[config.mk]
export PLATFORM = sky130hd
export DESIGN_NAME = spu_serial_port
export DESIGN_NICKNAME = d
export VERILOG_FILES = /design/src/spu_pkg.sv /design/src/spu_serial_port.sv
export SDC_FILE = /design/constraint.sdc
export NUM_CORES = 1
export LEC_CHECK = 0
export ABC_AREA = 1
export BUFFER_PORTS_ARGS = -buffer_cell sky130_fd_sc_hd__buf_2
export CAP_MARGIN = 10
export CORE_MARGIN = 2
export CORE_UTILIZATION = 45
export CTS_BUF_LIST = sky130_fd_sc_hd__clkbuf_4
export DETAILED_ROUTE_END_ITERATION = 8
export PLACE_DENSITY = 0.66
export SETUP_SLACK_MARGIN = 0.15
export SLEW_MARGIN = 20
export SYNTH_ARGS = -nofsm -noshare
export SYNTH_HDL_FRONTEND = slang
export SYNTH_SLANG_ARGS = --single-unit
[constraint.sdc]
create_clock -name CLOCK_I -period 1.6 [get_ports CLOCK_I]
set_input_delay 0.32 -clock CLOCK_I [delete_from_list [all_inputs] [get_ports CLOCK_I]]
set_output_delay 0.32 -clock CLOCK_I [all_outputs]
set_load 0.1 [all_outputs]
[src/spu_pkg.sv]
// Package: constants, enums and state struct of the serial port
package spu_pkg;
  // Operating modes
  localparam logic [1:0] MODE_SYNC = 2'h0;
  localparam logic [1:0] MODE_A8 = 2'h1;
  localparam logic [1:0] MODE_A9_FIXED = 2'h2;
  localparam logic [1:0] MODE_A9_TIMER = 2'h3;
  // Mode 0: twelve clocks per bit, shift clock low for the first six
  localparam logic [3:0] M0_DIV_LAST = 4'hb;
  localparam logic [3:0] M0_CLK_HIGH = 4'h6;
  localparam logic [3:0] M0_BITS = 4'h8;
  // Mode 2: sixteen ticks per bit, so a tick every 4 (/64) or 2 (/32) clocks
  localparam logic [1:0] M2_LAST_SLOW = 2'h3;
  localparam logic [1:0] M2_LAST_FAST = 2'h1;
  // Async oversampling
  localparam logic [3:0] OVS_LAST = 4'hf;
  localparam logic [3:0] OVS_MID = 4'h7;
  localparam logic [3:0] A8_BITS = 4'h8;
  localparam logic [3:0] A9_BITS = 4'h9;
  // Eight-bit baud timer rolls over from its top value
  localparam logic [7:0] T1_TOP = 8'hff;
  // Transmit buffer
  localparam logic [1:0] FIFO_FULL = 2'h2;

  typedef enum logic [4:0] {
    TX_IDLE = 5'h01,
    TX_START = 5'h02,
    TX_DATA = 5'h04,
    TX_STOP = 5'h08,
    TX_M0DONE = 5'h10
  } spu_tx_e;

  typedef enum logic [3:0] {
    RX_IDLE = 4'h1,
    RX_START = 4'h2,
    RX_DATA = 4'h4,
    RX_STOP = 4'h8
  } spu_rx_e;

  typedef struct packed {
    logic [2:0] sync;
    logic rx_lvl;
    logic rx_prev;
    logic [7:0] t1_cnt;
    logic t1_ovf;
    logic [1:0] m2_cnt;
    logic m2_tick;
    logic [1:0][7:0] fifo;
    logic wp;
    logic rp;
    logic [1:0] cnt;
    spu_tx_e tx_st;
    logic tx_dir;
    logic [8:0] tx_sh;
    logic [3:0] tx_bit;
    logic [3:0] tx_ph;
    spu_rx_e rx_st;
    logic [8:0] rx_sh;
    logic [3:0] rx_bit;
    logic [3:0] rx_ph;
    logic [7:0] hold;
    logic hold_full;
    logic ninth;
    logic tx_done;
    logic rx_done;
    logic ovr;
    logic irq;
    logic ready;
    logic ser_tx;
    logic ser_rx_o;
    logic ser_rx_oe;
  } spu_state_s;
endpackage

[src/spu_serial_port.sv]
// Serial port: sync shift mode, 8/9-bit async modes, baud sources, buffers
// Notes on behaviour
// Mode 0 sync 8 bits, mode 1 async 8, modes 2/3 async 9 bits.
// Both done flags request interrupt if enabled; only software clears them.
// Received bytes go into a holding register; next reception may start.
// Overrun flags a byte latched while the held byte is still unread.
// One buffer: writes load the transmitter, reads return received data.
// Mode 0 half duplex: data on receive pin, shift clock on transmit pin.
// Mode 0 write sends eight bits LSB first; flag after eighth bit.
// Mode 0 receive starts with enable and clear flag; flag one cycle late.
// Mode 0 shift clock is system clock over 12; data pin open drain.
// Mode 1 frame: start, eight data bits LSB first, stop bit.
// Mode 1 write starts transmit; done flag at start of stop bit.
// Mode 1 receiver accepts frames only while receive enable is set.
// Load needs flag clear and, with check bit, stop bit high.
// Async baud logic gets one pulse per selected timer overflow.
// Transmit and receive baud sources selected by separate two-bit fields.
// With a wide timer, bit rate is overflow rate over sixteen.
// Eight-bit timer overflows at input rate over 256 minus reload.
// Mode 2 bit rate is system clock over 64, or 32 when doubled.
// Async receive oversamples 16x, finds falling start edge, samples mid-bit.
`timescale 1ns/100ps
module spu_serial_port (
  input wire logic CLOCK_I,
  input wire logic SRST_I,
  input wire logic [1:0] MODE_I,
  input wire logic RX_ENABLE_I,
  input wire logic MULTIPROC_CHECK_I,
  input wire logic BAUD_DOUBLE_I,
  input wire logic INT_EN_I,
  input wire logic [1:0] TX_BAUD_SEL_I,
  input wire logic [1:0] RX_BAUD_SEL_I,
  input wire logic TIMER_ONE_CLK_I,
  input wire logic [7:0] TIMER_ONE_RELOAD_I,
  input wire logic [2:0] WIDE_TIMER_OVF_I,
  input wire logic BUF_WR_I,
  input wire logic [7:0] BUF_WDATA_I,
  input wire logic TX_NINTH_I,
  input wire logic BUF_RD_I,
  input wire logic TX_CLR_I,
  input wire logic RX_CLR_I,
  input wire logic OVR_CLR_I,
  input wire logic SER_RX_I,
  output logic BUF_WREADY_O,
  output logic [7:0] BUF_RDATA_O,
  output logic RX_NINTH_O,
  output logic TX_DONE_O,
  output logic RX_DONE_O,
  output logic RX_OVERRUN_O,
  output logic IRQ_O,
  output logic SER_TX_O,
  output logic SER_RX_O,
  output logic SER_RX_OE_O
);
  import spu_pkg::*;

  spu_state_s s;
  spu_state_s n;
  logic m0;
  logic fell;
  logic tx_tick;
  logic rx_tick;
  logic pop;
  logic push;
  logic load;
  logic [7:0] ld_data;
  logic ld_ninth;
  logic [3:0] nbits;
  logic [1:0] m2_last;

  // Baud tick source: fixed divider in mode 2, else the selected timer
  function automatic logic baud_tick(input logic [1:0] mode, input logic [1:0] sel,
                                     input logic t1, input logic [2:0] wide,
                                     input logic m2);
    logic t;
    t = t1;
    if (mode == MODE_A9_FIXED) begin
      t = m2;
    end else if (sel != 2'h0) begin
      t = wide[sel - 2'h1];
    end
    return t;
  endfunction

  // Whole next state in one pass
  always_comb begin
    n = s;
    pop = 1'b0;
    load = 1'b0;
    ld_data = 8'h00;
    ld_ninth = 1'b0;
    m0 = (MODE_I == MODE_SYNC);
    nbits = MODE_I[1] ? A9_BITS : A8_BITS;
    push = BUF_WR_I & s.ready;
    // Software clears come first so a same-cycle hardware set wins
    if (TX_CLR_I) n.tx_done = 1'b0;
    if (RX_CLR_I) n.rx_done = 1'b0;
    if (OVR_CLR_I) n.ovr = 1'b0;
    if (BUF_RD_I) n.hold_full = 1'b0;

    // Pin filter: level moves only when the last two stages agree
    n.sync = {s.sync[1:0], SER_RX_I};
    if (s.sync[2] == s.sync[1]) n.rx_lvl = s.sync[2];
    n.rx_prev = s.rx_lvl;
    fell = s.rx_prev & ~s.rx_lvl;

    // Eight-bit auto-reload timer, one overflow pulse per rollover
    n.t1_ovf = 1'b0;
    if (TIMER_ONE_CLK_I) begin
      if (s.t1_cnt == T1_TOP) begin
        n.t1_cnt = TIMER_ONE_RELOAD_I;
        n.t1_ovf = 1'b1;
      end else begin
        n.t1_cnt = s.t1_cnt + 8'h01;
      end
    end

    // Fixed mode 2 tick, sixteen per bit
    n.m2_tick = 1'b0;
    m2_last = BAUD_DOUBLE_I ? M2_LAST_FAST : M2_LAST_SLOW;
    if (s.m2_cnt >= m2_last) begin
      n.m2_cnt = 2'h0;
      n.m2_tick = 1'b1;
    end else begin
      n.m2_cnt = s.m2_cnt + 2'h1;
    end

    // Independent sources; a wide timer gives 16 ticks per bit
    tx_tick = baud_tick(MODE_I, TX_BAUD_SEL_I, s.t1_ovf, WIDE_TIMER_OVF_I,
                        s.m2_tick);
    rx_tick = baud_tick(MODE_I, RX_BAUD_SEL_I, s.t1_ovf, WIDE_TIMER_OVF_I,
                        s.m2_tick);

    // Transmitter, which also runs both directions of mode 0
    unique case (s.tx_st)
      TX_IDLE: begin
        n.ser_tx = 1'b1;
        n.ser_rx_oe = 1'b0;
        n.tx_bit = 4'h0;
        n.tx_ph = 4'h0;
        if (s.cnt != 2'h0) begin
          pop = 1'b1;
          n.tx_sh = {TX_NINTH_I, s.fifo[s.rp]};
          n.tx_dir = 1'b0;
          n.tx_st = m0 ? TX_DATA : TX_START;
        end else if (m0 && RX_ENABLE_I && !s.rx_done) begin
          n.tx_dir = 1'b1;
          n.tx_st = TX_DATA;
        end
      end
      TX_START: begin
        n.ser_tx = 1'b0;
        if (tx_tick) begin
          n.tx_ph = s.tx_ph + 4'h1;
          if (s.tx_ph == OVS_LAST) n.tx_st = TX_DATA;
        end
      end
      TX_DATA: begin
        if (m0) begin
          // Device is always master of the shift clock
          n.ser_tx = (s.tx_ph >= M0_CLK_HIGH);
          n.ser_rx_oe = ~s.tx_dir & ~s.tx_sh[0];
          n.tx_ph = s.tx_ph + 4'h1;
          if (s.tx_ph == M0_DIV_LAST) begin
            n.tx_ph = 4'h0;
            n.tx_bit = s.tx_bit + 4'h1;
            if (s.tx_dir) n.tx_sh = {1'b0, s.rx_lvl, s.tx_sh[7:1]};
            else n.tx_sh = {1'b0, s.tx_sh[8:1]};
            if (s.tx_bit == M0_BITS - 4'h1) begin
              n.tx_st = s.tx_dir ? TX_M0DONE : TX_IDLE;
              if (!s.tx_dir) n.tx_done = 1'b1;
            end
          end
        end else begin
          n.ser_tx = s.tx_sh[0];
          if (tx_tick) begin
            n.tx_ph = s.tx_ph + 4'h1;
            if (s.tx_ph == OVS_LAST) begin
              n.tx_sh = {1'b1, s.tx_sh[8:1]};
              n.tx_bit = s.tx_bit + 4'h1;
              if (s.tx_bit == nbits - 4'h1) begin
                n.tx_st = TX_STOP;
                n.tx_done = 1'b1;
              end
            end
          end
        end
      end
      TX_STOP: begin
        n.ser_tx = 1'b1;
        if (tx_tick) begin
          n.tx_ph = s.tx_ph + 4'h1;
          if (s.tx_ph == OVS_LAST) n.tx_st = TX_IDLE;
        end
      end
      TX_M0DONE: begin
        // Flag and data land one cycle after the eighth bit
        load = 1'b1;
        ld_data = s.tx_sh[7:0];
        ld_ninth = s.ninth;
        n.tx_st = TX_IDLE;
      end
    endcase

    // Async receiver, parked in mode 0 where the pin is shared
    unique case (s.rx_st)
      RX_IDLE: begin
        n.rx_ph = 4'h0;
        n.rx_bit = 4'h0;
        if (!m0 && RX_ENABLE_I && fell) n.rx_st = RX_START;
      end
      RX_START: begin
        if (rx_tick) begin
          n.rx_ph = s.rx_ph + 4'h1;
          // A start bit that is gone by mid-bit was a glitch
          if (s.rx_ph == OVS_MID) begin
            n.rx_ph = 4'h0;
            n.rx_st = s.rx_lvl ? RX_IDLE : RX_DATA;
          end
        end
      end
      RX_DATA: begin
        if (rx_tick) begin
          n.rx_ph = s.rx_ph + 4'h1;
          if (s.rx_ph == OVS_LAST) begin
            n.rx_sh = {s.rx_lvl, s.rx_sh[8:1]};
            n.rx_bit = s.rx_bit + 4'h1;
            if (s.rx_bit == nbits - 4'h1) n.rx_st = RX_STOP;
          end
        end
      end
      RX_STOP: begin
        if (rx_tick) begin
          n.rx_ph = s.rx_ph + 4'h1;
          if (s.rx_ph == OVS_LAST) begin
            n.rx_st = RX_IDLE;
            ld_data = MODE_I[1] ? s.rx_sh[7:0] : s.rx_sh[8:1];
            ld_ninth = MODE_I[1] ? s.rx_sh[8] : s.rx_lvl;
            load = !s.rx_done && (!MULTIPROC_CHECK_I || ld_ninth);
          end
        end
      end
    endcase

    // Holding register, so the shifter is free for the next byte
    if (load) begin
      if (s.hold_full) n.ovr = 1'b1;
      n.hold = ld_data;
      n.ninth = ld_ninth;
      n.rx_done = 1'b1;
      n.hold_full = 1'b1;
    end

    // Two-entry transmit buffer; a busy shifter backs up into it
    if (push) begin
      n.fifo[s.wp] = BUF_WDATA_I;
      n.wp = ~s.wp;
    end
    if (pop) n.rp = ~s.rp;
    n.cnt = s.cnt + {1'b0, push} - {1'b0, pop};
    n.ready = (n.cnt != FIFO_FULL);
    n.irq = INT_EN_I & (n.tx_done | n.rx_done);

    if (SRST_I) begin
      n = '0;
      n.sync = 3'h7;
      n.rx_lvl = 1'b1;
      n.rx_prev = 1'b1;
      n.tx_st = TX_IDLE;
      n.rx_st = RX_IDLE;
      n.ser_tx = 1'b1;
      n.ready = 1'b1;
    end
  end

  // State register
  always_ff @(posedge CLOCK_I) begin
    s <= n;
  end

  // All outputs come straight from state flops
  assign BUF_WREADY_O = s.ready;
  assign BUF_RDATA_O = s.hold;
  assign RX_NINTH_O = s.ninth;
  assign TX_DONE_O = s.tx_done;
  assign RX_DONE_O = s.rx_done;
  assign RX_OVERRUN_O = s.ovr;
  assign IRQ_O = s.irq;
  assign SER_TX_O = s.ser_tx;
  assign SER_RX_O = s.ser_rx_o;
  assign SER_RX_OE_O = s.ser_rx_oe;
endmodule

Yosys cells after proc, flatten, opt, wreduce, memory -nomap -nowiden --
Cells that the tools add are included.
Cells by class: multiplexer cells 92, bitwise operators 11, add/subtract/negate cells 11, equality and inequality tests 41, reductions and logical operators 34, $lt $le $gt $ge 7
Operator list (number):
- $mux W8 | 10
- $mux W17 | 4
- $mux W5 | 11
- $mux W4 | 10
- $mux W1 | 35
- $pmux W4 S4 | 2
- $ne A2 B2 Y1 const B | 15
- $pmux W13 S2 | 1
- $pmux W5 S5 | 1
- $mux W21 | 1
- $ne A3 B3 Y1 const B | 6
- $add A4 B1 Y4 const B | 4
- $bwmux W16 | 1
- $eq A4 B4 Y1 const B | 4
- $reduce_bool A2 Y1 | 7
- $mux W13 | 1
- $eq A4 B3 Y1 const B | 3
- $mux W6 | 2
- $pmux W4 S3 | 1
- $reduce_and A3 Y1 | 4
- $reduce_and A10 Y1 | 1
- $mux W9 | 1
- $add A8 B1 Y8 const B | 1
- $demux W8 S1 | 1
- other kinds (41) | 69
Word-level totals: flip-flop bits (word level) 98, word-level logic and storage cells 227, input bits 39, output and inout bits 17

Longest topological paths before layout --
Gate-level depths: netlist of the first run.
depth in word-level cells 10, mapped depth 14, depth with buffers taken out 13

Worst setup path after synthesis of the first run --
No wires, ideal clock.
kind register -> register, from register s (netlist bit BUF_WREADY_O), to register s (netlist bit BUF_WREADY_O), arrival time 2.108 ns, slack -0.628 ns, period minus slack after synthesis 2.228 ns, path buffers 0, library setup time 0.119 ns, stages on the path, launching flop included 9, data required time 1.481 ns, cells stage by stage dfxtp_1 > nand2_1 > ha_1 > inv_1 > ha_1 > xor2_1 > o21ai_0 > a21oi_1 > nand2_1
On the way: longest elaborated chain between the ends 4
Ends and longest elaborated chain:
- from (decl) | line spu_serial_port.sv:57 | spu_state_s s;
- from (signal assigned) | line spu_serial_port.sv:278 | s <= n;
- $and A1 B1 Y1 | line spu_serial_port.sv:94 | push = BUF_WR_I & s.ready;
- $add A2 B1 Y2 | line spu_serial_port.sv:260 | n.cnt = s.cnt + {1'b0, push} - {1'b0, pop};
- $sub A2 B1 Y2 | line spu_serial_port.sv:260
- $ne A2 B2 Y1 | line spu_serial_port.sv:261 | n.ready = (n.cnt != FIFO_FULL);
No other way between the ends. A chain may end at the register's enable or synchronous reset.

Final worst setup path of the first run --
from register s[60] (netlist name), to register s (netlist bit BUF_WREADY_O)
On the way: longest elaborated chain between the ends 4
Ends and longest elaborated chain:
- $eq A5 B1 Y1 | line spu_serial_port.sv:135 | unique case (s.tx_st)
- $mux W1 | line spu_serial_port.sv:135
- net pop | line spu_serial_port.sv:63 | logic pop;
- $sub A2 B1 Y2 | line spu_serial_port.sv:260
- $ne A2 B2 Y1 | line spu_serial_port.sv:261
The timed path passes the listed nets, and every way through them passes these cells.

==> flow_metrics.env, run 1 <==
export IMPL_status="complete, but fails checks"
export IMPL_violations="negative setup slack"
export IMPL_final_area_um2=7430
export IMPL_intPower_w=0.00524
export IMPL_setup_ws_ns=-0.119
export IMPL_numPortBuffers=54
export IMPL_synth_area_um2=5260
export IMPL_ir_drop_v=0.00155
export IMPL_final_cell_mix="125 x nand2_1, 87 x nor2_1, 73 x buf_4"
export IMPL_place_congestion=0.850
export IMPL_ant_nets=0
export IMPL_rr_worst_depth=10
export IMPL_worstSetupPathType="reg -> reg"
export IMPL_worstPathCellList="nor2_4, nand4_4, nor2_4, ha_4, inv_4, ha_4, xor2_2, o21ai_1, a21oi_2, nand2_1"
export IMPL_crit_fanout=2
export IMPL_dieArea_um2=12600
export IMPL_ys_top_cells_by_area="dfxtp_1 37%, nand2_1 10%, nor2_1 7.3%"
export IMPL_cp_start_kind="register"
export IMPL_final_min_clock_period_ns=1.72
export IMPL_seqPwrFrac_pct=35.7
export IMPL_total_power_w=0.00884
export IMPL_max_freq_mhz=582
export IMPL_grt_start_max_net_pins=62
export IMPL_clock_skew_ns=0.0212
export IMPL_cts_buffers=9
export IMPL_cpPeakStageDelay_ns=0.37
export IMPL_setup_viol=19
export IMPL_drt_pass1_iter_count=5
export IMPL_ys_seq_elements=98
export IMPL_post_route_util_pct=65.1
export IMPL_synthesis_nets=796
export IMPL_floorplan_core_area_um2=11400
export IMPL_grt_usage_pct=21.8
export IMPL_drive_above_1_share_pct=41.2
export IMPL_post_route_drc_count=0
export IMPL_p_comb_share_pct=50.5
export IMPL_finalWirelength_mm=13.9
export IMPL_finalMaxSlewViolations=0
export IMPL_grt_pass1_wl_mm=22.7
export IMPL_p_sw_w=0.00360
export IMPL_vias_per_cell=5.14
export IMPL_min_period_over_period_pct=107
export IMPL_r2r_setup_slack_ns=-0.12
export IMPL_io_pins=56
export IMPL_antenna_found_initial=1
export IMPL_swShare_pct=40.7
export IMPL_synth_ff_type="dfxtp_1"
export IMPL_htree_levels=3
export IMPL_crit_slowest_cell="dfxtp_2"
export IMPL_cp_end_kind="register"
export IMPL_avgSynthCellArea_um2=7.04
export IMPL_p_leak_nw=3.21
export IMPL_r2r_start="s[60]"
export IMPL_reg2reg_to="BUF_WREADY_O"
export IMPL_grt_setup_unrepaired="true"
export IMPL_hold_class="in -> reg"
export IMPL_required_ns=1.99
export IMPL_insertion_delay_ns=0.49
export IMPL_grt_overflow=0
export IMPL_num_vias=5318
export IMPL_die_w_um=112
export IMPL_grt_pass1_vias=4956
export IMPL_dp_cells=967
export IMPL_p_per_area_nw_per_um2=1190
export IMPL_synth_distinct_cells=48
export IMPL_ys_warn_count=0
export IMPL_max_cap_viol_count=0
export IMPL_pre_cts_ws_ns=-0.308
export IMPL_clock_sinks=98
export IMPL_cts_buffer_depth=2
export IMPL_min_from="OVR_CLR_I"
export IMPL_dr_first_iter_drc_count=313
export IMPL_yosysTopAreaCellShare_pct=37.3
export IMPL_hold_end="RX_OVERRUN_O"
export IMPL_area_growth_pct=41.4
export IMPL_synth_top_area_cell="dfxtp_1"
export IMPL_holdPathStages=4
export IMPL_synth_edff_count=0
export IMPL_dp_hpwl_mm=9.02
export IMPL_final_common_cell="nand2_1"
export IMPL_die_h_um=112
export IMPL_wl_per_cell_um=13.4
export IMPL_start_util_pct=46.0
export IMPL_cts_tree="built"
export IMPL_pwr_share_clk_pct=13.8
export IMPL_arrival_ns=2.11
export IMPL_hold_violations=0
export IMPL_fin_nets=935
export IMPL_root_buffer="clkbuf_4"
export IMPL_async_flop_share_pct=0
export IMPL_seq_area_frac_synth_pct=37.3
export IMPL_rows=39
export IMPL_clk_pin_slew_worst_paths_ns=0.16
export IMPL_instances_no_fill=1034
export IMPL_place_area_um2=6150
export IMPL_syn_inst=746
[layer usage]
metal	global-route usage [%]	vias up	routed length, µm	part of all wire, %
met2	37.3	113	6870	49
li1	-	2699	-	-
met4	7.80	0	280	2.0
met1	28.0	2482	6200	45
met5	0	-	0	0
met3	3.56	24	546	3.9
[synth_stat cells (7+ instances only)]
cell type and instances:
inv_1 68, xor2_1 9, o211ai_1 8, nor2_2 7
nand2_2 8, nand2_1 145, clkbuf_1 12, or2_2 9
nand4_1 13, nor3_1 8, nand3b_1 9, ha_1 11
dfxtp_1 98, nand3_1 45, nor2_4 8, o21ai_0 56
buf_4 12, inv_2 11, nor2_1 102, a21oi_1 63
[registers in the layout (all words and copies together) (netlist names)]
name          flops
BUF_RDATA_O       8
BUF_WREADY_O      1
IRQ_O             1
RX_DONE_O         1
RX_NINTH_O        1
RX_OVERRUN_O      1
SER_RX_OE_O       1
SER_TX_O          1
TX_DONE_O         1
s                82
[critical path: cells and delay by family, from the launching register on]
family | cells | cell delay, ns
adder cells (fa/ha/maj) | 2 | 0.34
AND/OR/NAND/NOR | 4 | 0.47
AO/OA/AOI/OAI | 2 | 0.25
buffers and inverters | 1 | 0.05
XOR/XNOR | 1 | 0.16
flip-flops | 1 | 0.37
[worst max-delay path by stage]
stage               cells past startpoint  slack, ns             start        endpoint
detailed placement                     13      -0.31  RX_BAUD_SEL_I[0]  BUF_RDATA_O[1]
global route                           10      -0.21             s[60]    BUF_WREADY_O
finish                                 10      -0.12             s[60]    BUF_WREADY_O
global placement                       14      -0.26  RX_BAUD_SEL_I[1]  BUF_RDATA_O[4]
floorplan                              10      -0.13             s[60]    BUF_WREADY_O
CTS                                    10      -0.12             s[59]    BUF_WREADY_O
[metrics by stage]
| step | hold slack [ns] | TNS [ns] |
|---|---|---|
| 6_report | 0.0580 | -0.782 |
| 5_1_grt | 0.0443 | -2.74 |
| 4_1_cts | 0.0405 | -0.329 |
| 3_5_place_dp | 0.397 | -10.49 |
| 3_3_place_gp | 0.395 | -8.43 |
| 2_1_floorplan | 0.389 | -0.164 |
[power groups by stage]
| stage | logic (W) | clock network [W] | registers (W) |
|---|---|---|---|
| 3_5_place_dp | 0.00316 | 0 | 0.00314 |
| 4_1_cts | 0.00379 | 0.00126 | 0.00312 |
| 2_1_floorplan | 0.00212 | 0 | 0.00325 |
| 5_1_grt | 0.00487 | 0.00136 | 0.00320 |
| 6_report | 0.00447 | 0.00122 | 0.00315 |
| 3_3_place_gp | 0.00308 | 0 | 0.00313 |
[cells by family (layout without fill, tap and decap cells)]
family / Yosys count / after routing / share of synthesized area [%]
buffers and inverters: 115 / 256 / 9.76
AOI/OAI and AO/OA: 138 / 138 / 14.2
other: 1 / 2 / 0.0714
and+or+nand+nor: 371 / 374 / 34.0
adders and majority gates: 11 / 11 / 2.62
xor gates and xnor gates: 12 / 12 / 2.00
DFF: 98 / 98 / 37.3
[timing repair]
action	in CTS	in global routing
pin swaps	41	52
buffers inserted	28	18
cloned	2	1
setup endpoints to repair	74	87
gates resized for setup	106	119
hold buffers	1	0
endpoints found under the hold margin	1	0
[cell type report]
cell class	count	area, µm²
multi-input combinational	536	3360
clock buffer	10	75.1
sequential	98	2010
timing repair buffer	157	1380
fill	956	3990
clock inverter	6	41.3
antenna	1	2.50
tap	143	179
inverter	83	382
Power figures use the tool's default switching activity.
==> run 2: changes to the inputs <==
==> constraint.sdc (replaced) <==
create_clock -name CLOCK_I -period 1.6 [get_ports CLOCK_I]
set_input_delay 0.24 -clock CLOCK_I [delete_from_list [all_inputs] [get_ports CLOCK_I]]
set_output_delay 0.24 -clock CLOCK_I [all_outputs]
set_load 0.1 [all_outputs]
==> run 2 against run 1 <==
Effect of this change: the flow still finishes with violations (negative setup slack); total power down 4.5%; via count up 0.53%; sequential cell count is the same; first-iteration DRC count fell by 1.6%; critical path depth is the same; largest cell class unchanged; highest routed layer unchanged.
==> flow_metrics.env, run 2 (synthesis results as in run 1) <==
export IMPL_status="complete, but fails checks"
export IMPL_violations="negative setup slack"
export IMPL_path_delay_family="simple AND/OR/NAND/NOR gates"
export IMPL_crit_slowest_cell="dfxtp_4"
export IMPL_htree_levels=3
export IMPL_worstPathCellList="buf_6, nor2_4, nand3_4, buf_6, a21oi_4, buf_6, nand2_2, nand4_1, nand2_1, nor2_1"
export IMPL_arrival_ns=2.05
export IMPL_cpPeakStageDelay_ns=0.38
export IMPL_start_util_pct=46.0
export IMPL_grt_setup_unrepaired="true"
export IMPL_path_depth=10
export IMPL_grt_usage_pct=22.8
export IMPL_final_min_clock_period_ns=1.64
export IMPL_holdPathStages=4
export IMPL_crit_fanout=7
export IMPL_finalWirelength_mm=13.9
export IMPL_cp_start_kind="register"
export IMPL_hold_class="in -> reg"
export IMPL_drt_pass1_iter_count=5
export IMPL_antenna_found_initial=0
export IMPL_dp_hpwl_mm=9.40
export IMPL_numPortBuffers=54
export IMPL_regMostFlops="s"
export IMPL_grt_start_max_net_pins=62
export IMPL_grt_pass1_vias=5199
export IMPL_post_route_drc_count=0
export IMPL_grt_pass1_wl_mm=23.6
export IMPL_num_vias=5346
export IMPL_p_leak_nw=3.19
export IMPL_r2r_start="s[57]"
export IMPL_startpoint="s[57]"
export IMPL_cts_buffer_depth=2
export IMPL_clock_skew_ns=0.0144
export IMPL_ant_nets=0
export IMPL_rr_worst_depth=10
export IMPL_seqPwrFrac_pct=37.4
export IMPL_grtUsageMet1_pct=28.1
export IMPL_clk_pin_slew_worst_paths_ns=0.15
export IMPL_intPower_w=0.00498
export IMPL_max_freq_mhz=611
export IMPL_p_per_area_nw_per_um2=1150
export IMPL_critPathMostFrequentCell="buf_6"
export IMPL_max_cap_viol_count=0
export IMPL_pre_cts_ws_ns=-0.153
export IMPL_cp_end_kind="register"
export IMPL_place_congestion=0.886
export IMPL_setup_ws_ns=-0.0369
export IMPL_use_met3_pct=3.94
export IMPL_use_met2_pct=40.2
export IMPL_grt_overflow=0
export IMPL_dr_first_iter_drc_count=308
export IMPL_min_from="TX_CLR_I"
export IMPL_die_h_um=112
export IMPL_busiest_layer="met2"
export IMPL_wl_per_cell_um=13.4
export IMPL_cts_tree="built"
export IMPL_area_growth_pct=39.4
export IMPL_largest_reg_flops=82
export IMPL_dieArea_um2=12600
export IMPL_hold_violations=0
export IMPL_p_sw_w=0.00346
export IMPL_root_buffer="clkbuf_4"
export IMPL_critical_path_buf_inv_count=3
export IMPL_cts_buffers=9
export IMPL_ir_drop_v=0.000739
export IMPL_finalMaxSlewViolations=0
export IMPL_p_comb_share_pct=48.3
export IMPL_worstSetupPathType="reg -> reg"
export IMPL_swShare_pct=41.0
export IMPL_final_common_cell="nand2_1"
export IMPL_nFillCells=976
export IMPL_floorplan_core_area_um2=11400
export IMPL_pwr_share_clk_pct=14.4
export IMPL_setup_viol=2
export IMPL_fin_nets=940
export IMPL_clock_sinks=98
export IMPL_min_period_over_period_pct=102
export IMPL_die_w_um=112
export IMPL_required_ns=2.01
export IMPL_io_pins=56
export IMPL_rows=39
export IMPL_final_cell_mix="125 x nand2_1, 84 x nor2_1, 84 x buf_4"
export IMPL_post_route_util_pct=64.2
export IMPL_insertion_delay_ns=0.47
export IMPL_drive_above_1_share_pct=38.3
export IMPL_vias_per_cell=5.15
==> run 2: power by group through the flow <==
stage	combinational (W)	sequential, W	clock (W)
after CTS	0.00363	0.00311	0.00125
after global routing	0.00450	0.00320	0.00133
after floorplan	0.00202	0.00323	0
final	0.00407	0.00315	0.00121
after detailed placement	0.00308	0.00311	0
after global placement	0.00303	0.00311	0
==> run 2: worst paths after layout <==
check                   end  slack (ns)
setup / recovery      s[47]       -0.04
hold / removal    TX_DONE_O        0.02
setup reg to reg      s[47]       -0.04
hold reg to reg       s[97]        0.44
==> run 2: per-stage QoR <==
stage | area [µm²] | hold WS, ns | std cells | power [W] | TNS (ns)
after floorplan | 5350 | 0.344 | 746 | 0.00525 | -0.164
after detailed placement | 6100 | 0.412 | 971 | 0.00620 | -3.88
after CTS | 6990 | 0.00986 | 1025 | 0.00798 | -0.0856
after global routing | 7320 | 0.0391 | 1038 | 0.00903 | -2.06
after global placement | 6100 | 0.401 | 971 | 0.00613 | -0.822
final | 7330 | 0.0222 | 1039 | 0.00844 | -0.0734
==> run 2: timing repair <==
action / CTS / global route
pin swaps: 61 / 39
hold endpoints to repair: 16 / 0
gates cloned: 5 / 0
buffers inserted: 20 / 13
endpoints found under the setup margin: 66 / 61
hold buffers: 13 / 0
gates resized for setup: 111 / 69
==> run 2: per-layer routing <==
metal  share of wire [%]  vias to the layer above
met5                   0                        -
li1                    -                     2711
met1                  45                     2505
met4                 1.9                        0
met3                 3.8                       22
met2                  49                      108
==> run 2: final cells by class <==
cell class	count	area [µm²]	area share, %
Multi-Input combinational cell	538	3390	46.3
Sequential cell	98	2010	27.4
Timing Repair Buffer	160	1300	17.7
Inverter	83	327	4.46
Tap cell	143	179	2.44
Clock buffer	12	90.1	1.23
Clock inverter	4	28.8	0.393
Antenna cell	1	2.50	0.0342
==> run 2: worst min-delay path, cell delays in order <==
cell and delay, ns:
buf_2 0.07, inv_1 0.03, nand2_1 0.06, a21oi_1 0.06
